**config.mk**
```make
export PLATFORM = sky130hd
export DESIGN_NAME = wake_clock_ctrl
export DESIGN_NICKNAME = d
export VERILOG_FILES = /design/src/rtl/wake_clk_pkg.sv /design/src/rtl/wake_latch.sv /design/src/rtl/wake_clock_ctrl.sv
export SDC_FILE = /design/constraint.sdc
export NUM_CORES = 1
export LEC_CHECK = 0
export BUFFER_PORTS_ARGS = -buffer_cell sky130_fd_sc_hd__buf_2
export CAP_MARGIN = 25
export CELL_PAD_IN_SITES_DETAIL_PLACEMENT = 1
export CELL_PAD_IN_SITES_GLOBAL_PLACEMENT = 1
export CORE_MARGIN = 2
export CORE_UTILIZATION = 35
export CTS_BUF_LIST = sky130_fd_sc_hd__clkbuf_4 sky130_fd_sc_hd__clkbuf_8 sky130_fd_sc_hd__clkbuf_16
export DETAILED_ROUTE_END_ITERATION = 7
export PLACE_DENSITY_LB_ADDON = 0.15
export SLEW_MARGIN = 20
export SYNTH_ARGS = -nofsm -noshare
export SYNTH_HDL_FRONTEND = slang
export SYNTH_HIERARCHICAL = 1
export SYNTH_SLANG_ARGS = --single-unit
export TNS_END_PERCENT = 30
```
**constraint.sdc**
```tcl
create_clock -name clk -period 3.9 [get_ports clk]
set_input_delay 0.195 -clock clk [delete_from_list [all_inputs] [get_ports clk]]
set_output_delay 0.195 -clock clk [all_outputs]
set_load 0.05 [all_outputs]
```
**src/rtl/wake_clk_pkg.sv**
```systemverilog
// Constants and types shared by the wake-up and clock-select logic
package wake_clk_pkg;

   // Power modes of the core
   typedef enum logic [1:0] {
      MODE_NORMAL,
      MODE_GREEN,
      MODE_IDLE,
      MODE_SLEEP
   } power_mode_type;

   // Wake sequencer states
   typedef enum logic [1:0] {
      ST_RUN,
      ST_LOW_POWER,
      ST_WAKE
   } wake_state_type;

   // Oscillator kinds
   typedef enum logic [1:0] {
      OSC_RC,
      OSC_CRYSTAL,
      OSC_LOOP,
      OSC_NONE
   } osc_kind_type;

   // Wake source bit positions
   localparam int SRC_TIMER_COUNTER = 0;
   localparam int SRC_EXT_PIN = 1;
   localparam int SRC_WATCH_TIMER = 2;
   localparam int SRC_TIMER1 = 3;
   localparam int SRC_TIMER2 = 4;
   localparam int SRC_ADC = 5;
   localparam int SRC_UART = 6;
   localparam int SRC_SPI = 7;
   localparam int SRC_LOW_VOLTAGE = 8;
   localparam int NUM_SRC = 9;

   // Sources allowed to end sleep and idle
   localparam logic [8:0] SLEEP_WAKE_MASK = 9'h022;
   localparam logic [8:0] IDLE_WAKE_MASK = 9'h1ff;

   // Wake-enable fields of the edge-select register
   localparam int EDGE_WAKE_LSB = 2;
   localparam int EDGE_WAKE_MSB = 4;

   // Multiplier field position and value
   localparam int MULT_FIELD_LSB = 4;
   localparam int MULT_FIELD_MSB = 6;
   localparam logic [8:0] LOOP_MULT = 9'h1e8;
   localparam logic [1:0] MULT_VALID_TOP = 2'h3;

   localparam logic [8:0] PENDING_RESET = 9'h000;

endpackage

```
**src/rtl/wake_latch.sv**
```systemverilog
// Sticky holding register for wake requests
`timescale 1ns/100ps
module wake_latch
   import wake_clk_pkg::*;
(
   // Clock and reset
   input wire logic clk,
   input wire logic reset_n,
   // Request set and clear
   input wire logic [NUM_SRC-1:0] set_req,
   input wire logic clear,
   // Held state
   output logic [NUM_SRC-1:0] held
);

   typedef struct packed {
      logic [NUM_SRC-1:0] held;
   } latch_state_type;

   latch_state_type state_ff;
   latch_state_type nxt_state;

   // Set wins over clear so an event during clear survives
   always_comb
   begin
      nxt_state = state_ff;
      if (clear)
      begin
         nxt_state.held = '0;
      end
      nxt_state.held = nxt_state.held | set_req;
   end

   always_ff @(posedge clk or negedge reset_n)
   begin
      if (!reset_n)
      begin
         state_ff.held <= PENDING_RESET;
      end
      else
      begin
         state_ff <= nxt_state;
      end
   end

   assign held = state_ff.held;

endmodule

```
**src/rtl/wake_clock_ctrl.sv**
```systemverilog
// Wake-up qualification and clock source selection
//
// Notes on behaviour
// - The block ends both sleep and idle when a qualifying event arrives.
// - In sleep only the external pin and A/D complete events wake the core.
// - In idle every event wakes the core, the pin and A/D only with their wake enables, then interrupt if enabled.
// - After waking the core takes the interrupt when enabled, then resumes at the next step.
// - A watchdog timeout resets in every mode; in green and normal events only interrupt.
// - Two option bits pick main clock: 00 RC, 01 crystal, 1x loop, but 111 gives crystal.
// - Sub clock is RC when its select is 0, crystal when 1, none when all three bits are 1.
// - In loop mode the main clock comes from the sub oscillator.
// - Multiplier field bits 4 to 6: 11x gives sub clock times 488, others reserved.
`timescale 1ns/100ps
module wake_clock_ctrl
   import wake_clk_pkg::*;
(
   // Clock and reset
   input wire logic clk,
   input wire logic reset_n,
   // Core power handshake
   input wire logic sleep_req,
   input wire logic idle_req,
   input wire logic green_mode,
   input wire logic global_int_en,
   // Event sources and enables
   input wire logic [NUM_SRC-1:0] event_pulse,
   input wire logic [NUM_SRC-1:0] int_enable,
   input wire logic watchdog_timeout,
   input wire logic [7:0] ext_edge_select_reg,
   input wire logic [7:0] wake_control_reg,
   // Code option bits
   input wire logic sub_clock_type_sel,
   input wire logic main_clock_type_sel_hi,
   input wire logic main_clock_type_sel_lo,
   input wire logic [7:0] clock_option_reg,
   // Status to the core
   output logic [1:0] power_mode,
   output logic core_halted,
   output logic wake_pulse,
   output logic int_take,
   output logic resume_next,
   output logic [NUM_SRC-1:0] int_request,
   output logic device_reset,
   // Clock selection
   output logic [1:0] main_osc_kind,
   output logic [1:0] sub_osc_kind,
   output logic main_from_sub,
   output logic [8:0] loop_multiplier,
   output logic mult_reserved
);

   // -----------------------------------------------------------------
   // Helpers
   // -----------------------------------------------------------------
   function automatic logic [NUM_SRC-1:0] wake_gate(input power_mode_type m,
                                                    input logic [NUM_SRC-1:0] src,
                                                    input logic pin_en,
                                                    input logic adc_en);
      logic [NUM_SRC-1:0] g;
      g = '0;
      if (m == MODE_SLEEP)
      begin
         g = src & SLEEP_WAKE_MASK;
      end
      else if (m == MODE_IDLE)
      begin
         g = src & IDLE_WAKE_MASK;
      end
      // Pin and A/D wake need their enables
      g[SRC_EXT_PIN] = g[SRC_EXT_PIN] & pin_en;
      g[SRC_ADC] = g[SRC_ADC] & adc_en;
      return g;
   endfunction

   typedef struct packed {
      wake_state_type state;
      power_mode_type mode;
      logic halted;
      logic wake;
      logic take;
      logic resume;
      logic [NUM_SRC-1:0] intr;
      logic wdt_rst;
      osc_kind_type main_kind;
      osc_kind_type sub_kind;
      logic from_sub;
      logic [8:0] mult;
      logic mult_rsv;
   } ctrl_state_type;

   ctrl_state_type state_ff;
   ctrl_state_type nxt_state;
   logic [NUM_SRC-1:0] held;
   logic [NUM_SRC-1:0] latch_set;
   logic latch_clear;
   logic pin_wake_en;
   logic adc_wake_en;
   logic [NUM_SRC-1:0] qualifying;
   logic [2:0] mult_field;

   // -----------------------------------------------------------------
   // Wake request holding
   // -----------------------------------------------------------------
   assign pin_wake_en = |ext_edge_select_reg[EDGE_WAKE_MSB:EDGE_WAKE_LSB];
   assign adc_wake_en = &wake_control_reg;
   assign latch_set = event_pulse;
   // Served requests drop at wake so they cannot end the next sleep at once
   assign latch_clear = (state_ff.state == ST_WAKE)
                        || ((state_ff.state == ST_RUN) && !sleep_req && !idle_req);

   // Events arriving while entering low power are kept
   wake_latch u_latch (
      .clk(clk),
      .reset_n(reset_n),
      .set_req(latch_set),
      .clear(latch_clear),
      .held(held)
   );

   assign qualifying = wake_gate(state_ff.mode, held | event_pulse,
                                 pin_wake_en, adc_wake_en);
   assign mult_field = clock_option_reg[MULT_FIELD_MSB:MULT_FIELD_LSB];

   // -----------------------------------------------------------------
   // Next state
   // -----------------------------------------------------------------
   always_comb
   begin
      nxt_state = state_ff;
      nxt_state.wake = 1'b0;
      nxt_state.take = 1'b0;
      nxt_state.resume = 1'b0;
      nxt_state.wdt_rst = watchdog_timeout;
      nxt_state.intr = '0;
      case (state_ff.state)
         ST_RUN:
         begin
            nxt_state.halted = 1'b0;
            nxt_state.mode = green_mode ? MODE_GREEN : MODE_NORMAL;
            // Running: events only raise interrupts
            nxt_state.intr = event_pulse & int_enable;
            if (sleep_req)
            begin
               nxt_state.state = ST_LOW_POWER;
               nxt_state.mode = MODE_SLEEP;
               nxt_state.halted = 1'b1;
            end
            else if (idle_req)
            begin
               nxt_state.state = ST_LOW_POWER;
               nxt_state.mode = MODE_IDLE;
               nxt_state.halted = 1'b1;
            end
         end
         ST_LOW_POWER:
         begin
            if (|qualifying)
            begin
               nxt_state.state = ST_WAKE;
               nxt_state.halted = 1'b0;
               nxt_state.wake = 1'b1;
            end
         end
         ST_WAKE:
         begin
            // Interrupt then resume, or plain resume
            nxt_state.intr = held & int_enable;
            nxt_state.take = global_int_en && |(held & int_enable);
            nxt_state.resume = 1'b1;
            nxt_state.state = ST_RUN;
            nxt_state.mode = green_mode ? MODE_GREEN : MODE_NORMAL;
         end
         default:
         begin
            nxt_state.state = ST_RUN;
         end
      endcase
      if (watchdog_timeout)
      begin
         nxt_state.state = ST_RUN;
         nxt_state.mode = MODE_NORMAL;
         nxt_state.halted = 1'b0;
      end

      // Clock source decode
      if (sub_clock_type_sel && main_clock_type_sel_hi && main_clock_type_sel_lo)
      begin
         nxt_state.main_kind = OSC_CRYSTAL;
         nxt_state.sub_kind = OSC_NONE;
      end
      else
      begin
         if (main_clock_type_sel_hi)
         begin
            nxt_state.main_kind = OSC_LOOP;
         end
         else if (main_clock_type_sel_lo)
         begin
            nxt_state.main_kind = OSC_CRYSTAL;
         end
         else
         begin
            nxt_state.main_kind = OSC_RC;
         end
         nxt_state.sub_kind = sub_clock_type_sel ? OSC_CRYSTAL : OSC_RC;
      end
      nxt_state.from_sub = (nxt_state.main_kind == OSC_LOOP);
      // Reserved patterns leave the multiplier at zero
      nxt_state.mult_rsv = (mult_field[2:1] != MULT_VALID_TOP);
      nxt_state.mult = nxt_state.mult_rsv ? 9'h000 : LOOP_MULT;
   end

   always_ff @(posedge clk or negedge reset_n)
   begin
      if (!reset_n)
      begin
         state_ff <= '0;
      end
      else
      begin
         state_ff <= nxt_state;
      end
   end

   // -----------------------------------------------------------------
   // Outputs
   // -----------------------------------------------------------------
   assign power_mode = state_ff.mode;
   assign core_halted = state_ff.halted;
   assign wake_pulse = state_ff.wake;
   assign int_take = state_ff.take;
   assign resume_next = state_ff.resume;
   assign int_request = state_ff.intr;
   assign device_reset = state_ff.wdt_rst;
   assign main_osc_kind = state_ff.main_kind;
   assign sub_osc_kind = state_ff.sub_kind;
   assign main_from_sub = state_ff.from_sub;
   assign loop_multiplier = state_ff.mult;
   assign mult_reserved = state_ff.mult_rsv;

   // -----------------------------------------------------------------
   // Checks
   // -----------------------------------------------------------------
   a_sleep_timer_blocked: assert property (@(posedge clk) disable iff (!reset_n)
      (state_ff.state == ST_LOW_POWER && state_ff.mode == MODE_SLEEP
       && (held | event_pulse) == (9'h001 << SRC_TIMER1) && !watchdog_timeout)
      |=> !wake_pulse)
      else $error("timer woke the core from sleep");

   a_idle_any_wakes: assert property (@(posedge clk) disable iff (!reset_n)
      (state_ff.state == ST_LOW_POWER && state_ff.mode == MODE_IDLE
       && event_pulse[SRC_UART] && !watchdog_timeout) |=> wake_pulse)
      else $error("idle did not wake on uart");

   a_wake_then_resume: assert property (@(posedge clk) disable iff (!reset_n)
      wake_pulse && !$past(watchdog_timeout) && !watchdog_timeout |=> resume_next)
      else $error("no resume after wake");

   a_wdt_resets: assert property (@(posedge clk) disable iff (!reset_n)
      watchdog_timeout |=> device_reset && !core_halted)
      else $error("watchdog did not reset");

   a_pin_needs_enable: assert property (@(posedge clk) disable iff (!reset_n)
      (state_ff.state == ST_LOW_POWER && pin_wake_en == 1'b0 && adc_wake_en == 1'b0
       && state_ff.mode == MODE_SLEEP && !watchdog_timeout) |=> !wake_pulse)
      else $error("sleep wake without enable");

   a_main_clock_sel: assert property (@(posedge clk) disable iff (!reset_n)
      (main_clock_type_sel_hi && !sub_clock_type_sel)
      |=> main_osc_kind == OSC_LOOP && main_from_sub)
      else $error("loop main clock not chosen");

   a_sub_clock_none: assert property (@(posedge clk) disable iff (!reset_n)
      (sub_clock_type_sel && main_clock_type_sel_hi && main_clock_type_sel_lo)
      |=> sub_osc_kind == OSC_NONE && main_osc_kind == OSC_CRYSTAL)
      else $error("all-ones option decoded wrong");

   a_mult_value: assert property (@(posedge clk) disable iff (!reset_n)
      (mult_field[2:1] == 2'h3) |=> loop_multiplier == 9'h1e8 && !mult_reserved)
      else $error("multiplier not 488");

   a_event_held: assert property (@(posedge clk) disable iff (!reset_n)
      (state_ff.state == ST_LOW_POWER && event_pulse[SRC_EXT_PIN]) |=> held[SRC_EXT_PIN])
      else $error("wake request lost");

endmodule

```
==> results.py <==
metrics = {
    "cts": {
        "numClockSinks": 34,
        "tritoncts": "yes",
        "cts_buffers": 5,
        "cts_htree_levels": 2,
        "clk_pin_slew_ps": 60,
        "cts_post_setup_buffers_inserted": 0,
        "clock_latency_ps": 280,
        "clock_path_buffers": 2,
        "cts_resized": 0,
        "cts_hold_buf": 0,
        "cts_root_buf": "clkbuf_8",
    },
    "route": {
        "drt_iter0_drc": 44,
        "vias": 1207,
        "drtPass1Iterations": 4,
        "ant_nets": 0,
        "drc": 0,
        "routed_wl_microns": 3690,
        "post_drt_wl_per_cell_microns": 15.2,
        "vias_per_cell": 4.99,
    },
    "place": {
        "gp_congestion": 0.793,
        "dp.cells": 236,
        "pre_cts_ws_ps": 2290,
        "dp_hpwl_microns": 2780,
        "io_buffers": 67,
    },
    "logic_synthesis": {
        "synth-edff-count": 0,
        "yosys_warnings": 6,
        "synth_most_common_cell": "dfrtp_1",
        "syn_inst": 143,
        "synth.distinct_cells": 35,
        "ys_seq_area_share_pct": 53.5,
        "synth_seq_cells": 34,
        "synth_area_leaders": "dfrtp_1 (54%), buf_4 (11%), mux2i_1 (5.7%), nor3b_1 (4.7%), a21o_1 (4.2%)",
        "ys.flop_type": "dfrtp_1",
        "synth_area_per_cell_sq_um": 11.1,
        "synth_area_sq_um": 1590,
        "synthArstFlopShare_pct": 100,
        "yosys-top-cells-count": "dfrtp_1 (34), buf_4 (24), nor2_1 (10), nor3b_1 (10)",
        "netlist.area_leader.share_pct": 53.5,
        "synth_area_leader_cell": "dfrtp_1",
    },
    "sta": {
        "fin_ws_ps": 2250,
        "setup_tns_ps": 0,
        "worst_pin_slew_ps": 764,
        "setup_viol": 0,
        "hold_ws_ps": -19.9,
        "fmax_mhz": 608,
        "post-route-period-util_pct": 42.2,
        "rsz0062_at_grt": "no",
        "hold_viol_final": 34,
        "slew_headroom_pct": 49.1,
        "period_needed_ps": 1650,
        "skew_ps": 2.18,
        "finalMaxSlewViolations": 0,
    },
    "cells_and_area": {
        "diodes": 0,
        "area.growth.synth_to_final_pct": 18.3,
        "fin_cells": 242,
        "register_area_sq_um": 851,
        "n_fill_cell": 505,
        "nets": 243,
        "drive_gt1_share_pct": 41.1,
        "multi_input_area_sq_um": 526,
    },
    "die": {
        "core_area_sq_um": 4350,
        "die_w_microns": 71.4,
        "row_count": 24,
        "start_util_pct": 36.5,
        "ios": 83,
        "die_h_microns": 71.4,
        "die_area_sq_um": 5100,
    },
    "critical_path": {
        "start_kind": "flop",
        "crit_path_max_fanout": 17,
        "crit_type": "reg2reg",
        "crit_path_end_kind": "flop",
        "crit_arrival_ps": 1860,
        "cp.required_ps": 4110,
    },
    "global_route": {
        "grt_overflow": 0,
        "grt.total_usage_pct": 15.2,
        "use_met2_pct": 25.4,
        "gr-usage-met1_pct": 17.9,
        "grt_pass1_vias": 1296,
        "use_met3_pct": 5.49,
        "grt_max_degree": 35,
        "antenna_found_initial": 0,
        "grt_busiest_layer": "met2",
        "grt_first_pass_wirelength_microns": 6030,
    },
    "pwr": {
        "pwr_density_cell_nw_per_um2": 484,
        "p_leak_nw": 0.926,
        "power_mw": 0.911,
        "vdd_drop_max_uv": 207,
    },
    "worst_hold_path": {
        "hold_class": "in2async",
    },
    "run": {
        "drv_cap": 0,
    },
    "status": {
        "violations": "negative hold slack",
        "outcome": "finished, violations left",
    },
}
[where the power goes]
part / total (mW) / switching [mW] / internal (mW)
clock network: 0.256 / 0.120 / 0.136
logic: 0.226 / 0.156 / 0.0697
registers: 0.429 / 0.0404 / 0.388
[cell usage in the layout (no fill, tap or decap), drive strengths merged]
master | Yosys | routed
clkbuf | 2 | 6
nand3 | 2 | 2
a22o | 1 | 1
dfrtp | 34 | 34
o21ai | 2 | 2
and3 | 2 | 2
nor3 | 2 | 2
a21o | 9 | 9
a31oi | 1 | 1
buf | 27 | 67
a311oi | 1 | 1
a222oi | 1 | 1
nand4 | 2 | 2
a221oi | 2 | 2
o22ai | 1 | 1
or4 | 1 | 1
o211ai | 1 | 1
nor3b | 10 | 10
nor4 | 3 | 3
a21oi | 3 | 3
a21boi | 1 | 1
conb | 1 | 4
inv | 6 | 6
mux2i | 9 | 9
o32ai | 1 | 1
o21bai | 1 | 1
a22oi | 1 | 1
nand2 | 3 | 3
nor2 | 10 | 10
nor2b | 2 | 2
or3 | 1 | 1
[area by class of cell]
class                           count  share of cell area (%)
Multi-Input combinational cell     77                    27.9
Timing Repair Buffer               67                    17.8
Inverter                            6                    1.20
Clock buffer                        6                    4.39
Sequential cell                    34                    45.2
Tap cell                           52                    3.46
[through the flow]
stage,util (%),instance area [sq um]
finish,43.2,1880
global route,43.2,1880
CTS,43.2,1880
floorplan,-,1600
detailed placement,41.3,1800
global placement,41.3,1800
[state kept, by name, summed over array words and instances (netlist names)]
signal / flops
resume_next: 1
main_from_sub: 1
loop_multiplier: 1
int_take: 1
sub_osc_kind: 2
main_osc_kind: 2
u_latch/held: 9
wake_pulse: 1
state_ff: 2
core_halted: 1
mult_reserved: 1
power_mode: 2
int_request: 9
device_reset: 1
[cell families after synthesis]
logic type / after synthesis / share of synthesized area, %
buffers and inverters: 35 / 14.2
AO/OA/AOI/OAI: 26 / 12.6
flip-flops: 34 / 53.5
multiplexers: 9 / 5.67
other: 1 / 0.236
AND/OR/NAND/NOR: 38 / 13.8
[final timing paths]
kind | from | to | slack (ps) | cells after the start
min in group clk | sub_clock_type_sel | sub_osc_kind[0]$_DFF_PN0_ | 50 | 1
max in group asynchronous | reset_n | main_osc_kind[0]$_DFF_PN0_ | 3440 | 1
worst min-delay path | reset_n | int_request[6]$_DFF_PN0_ | -20 | 1
worst min register to register | u_latch/held[8]$_DFF_PN0_ | u_latch/held[8]$_DFF_PN0_ | 530 | 1
worst max register to register | state_ff[32]$_DFFE_PN0P_ | core_halted$_DFFE_PN0P_ | 2250 | 4
worst max-delay path | state_ff[32]$_DFFE_PN0P_ | core_halted$_DFFE_PN0P_ | 2250 | 4
[critical path: stages (launching register included)]
cell and delay [ps]:
dfrtp_1 660, inv_1 260, nand3_1 90, or4_1 440
o22ai_2 130
[layer usage]
metal | share of wire (%) | vias up
li1 | - | 567
met3 | 6.6 | 7
met2 | 50 | 43
met1 | 41 | 590
met4 | 2.0 | 0
met5 | 0 | -
(Power assumes the default switching activity.)
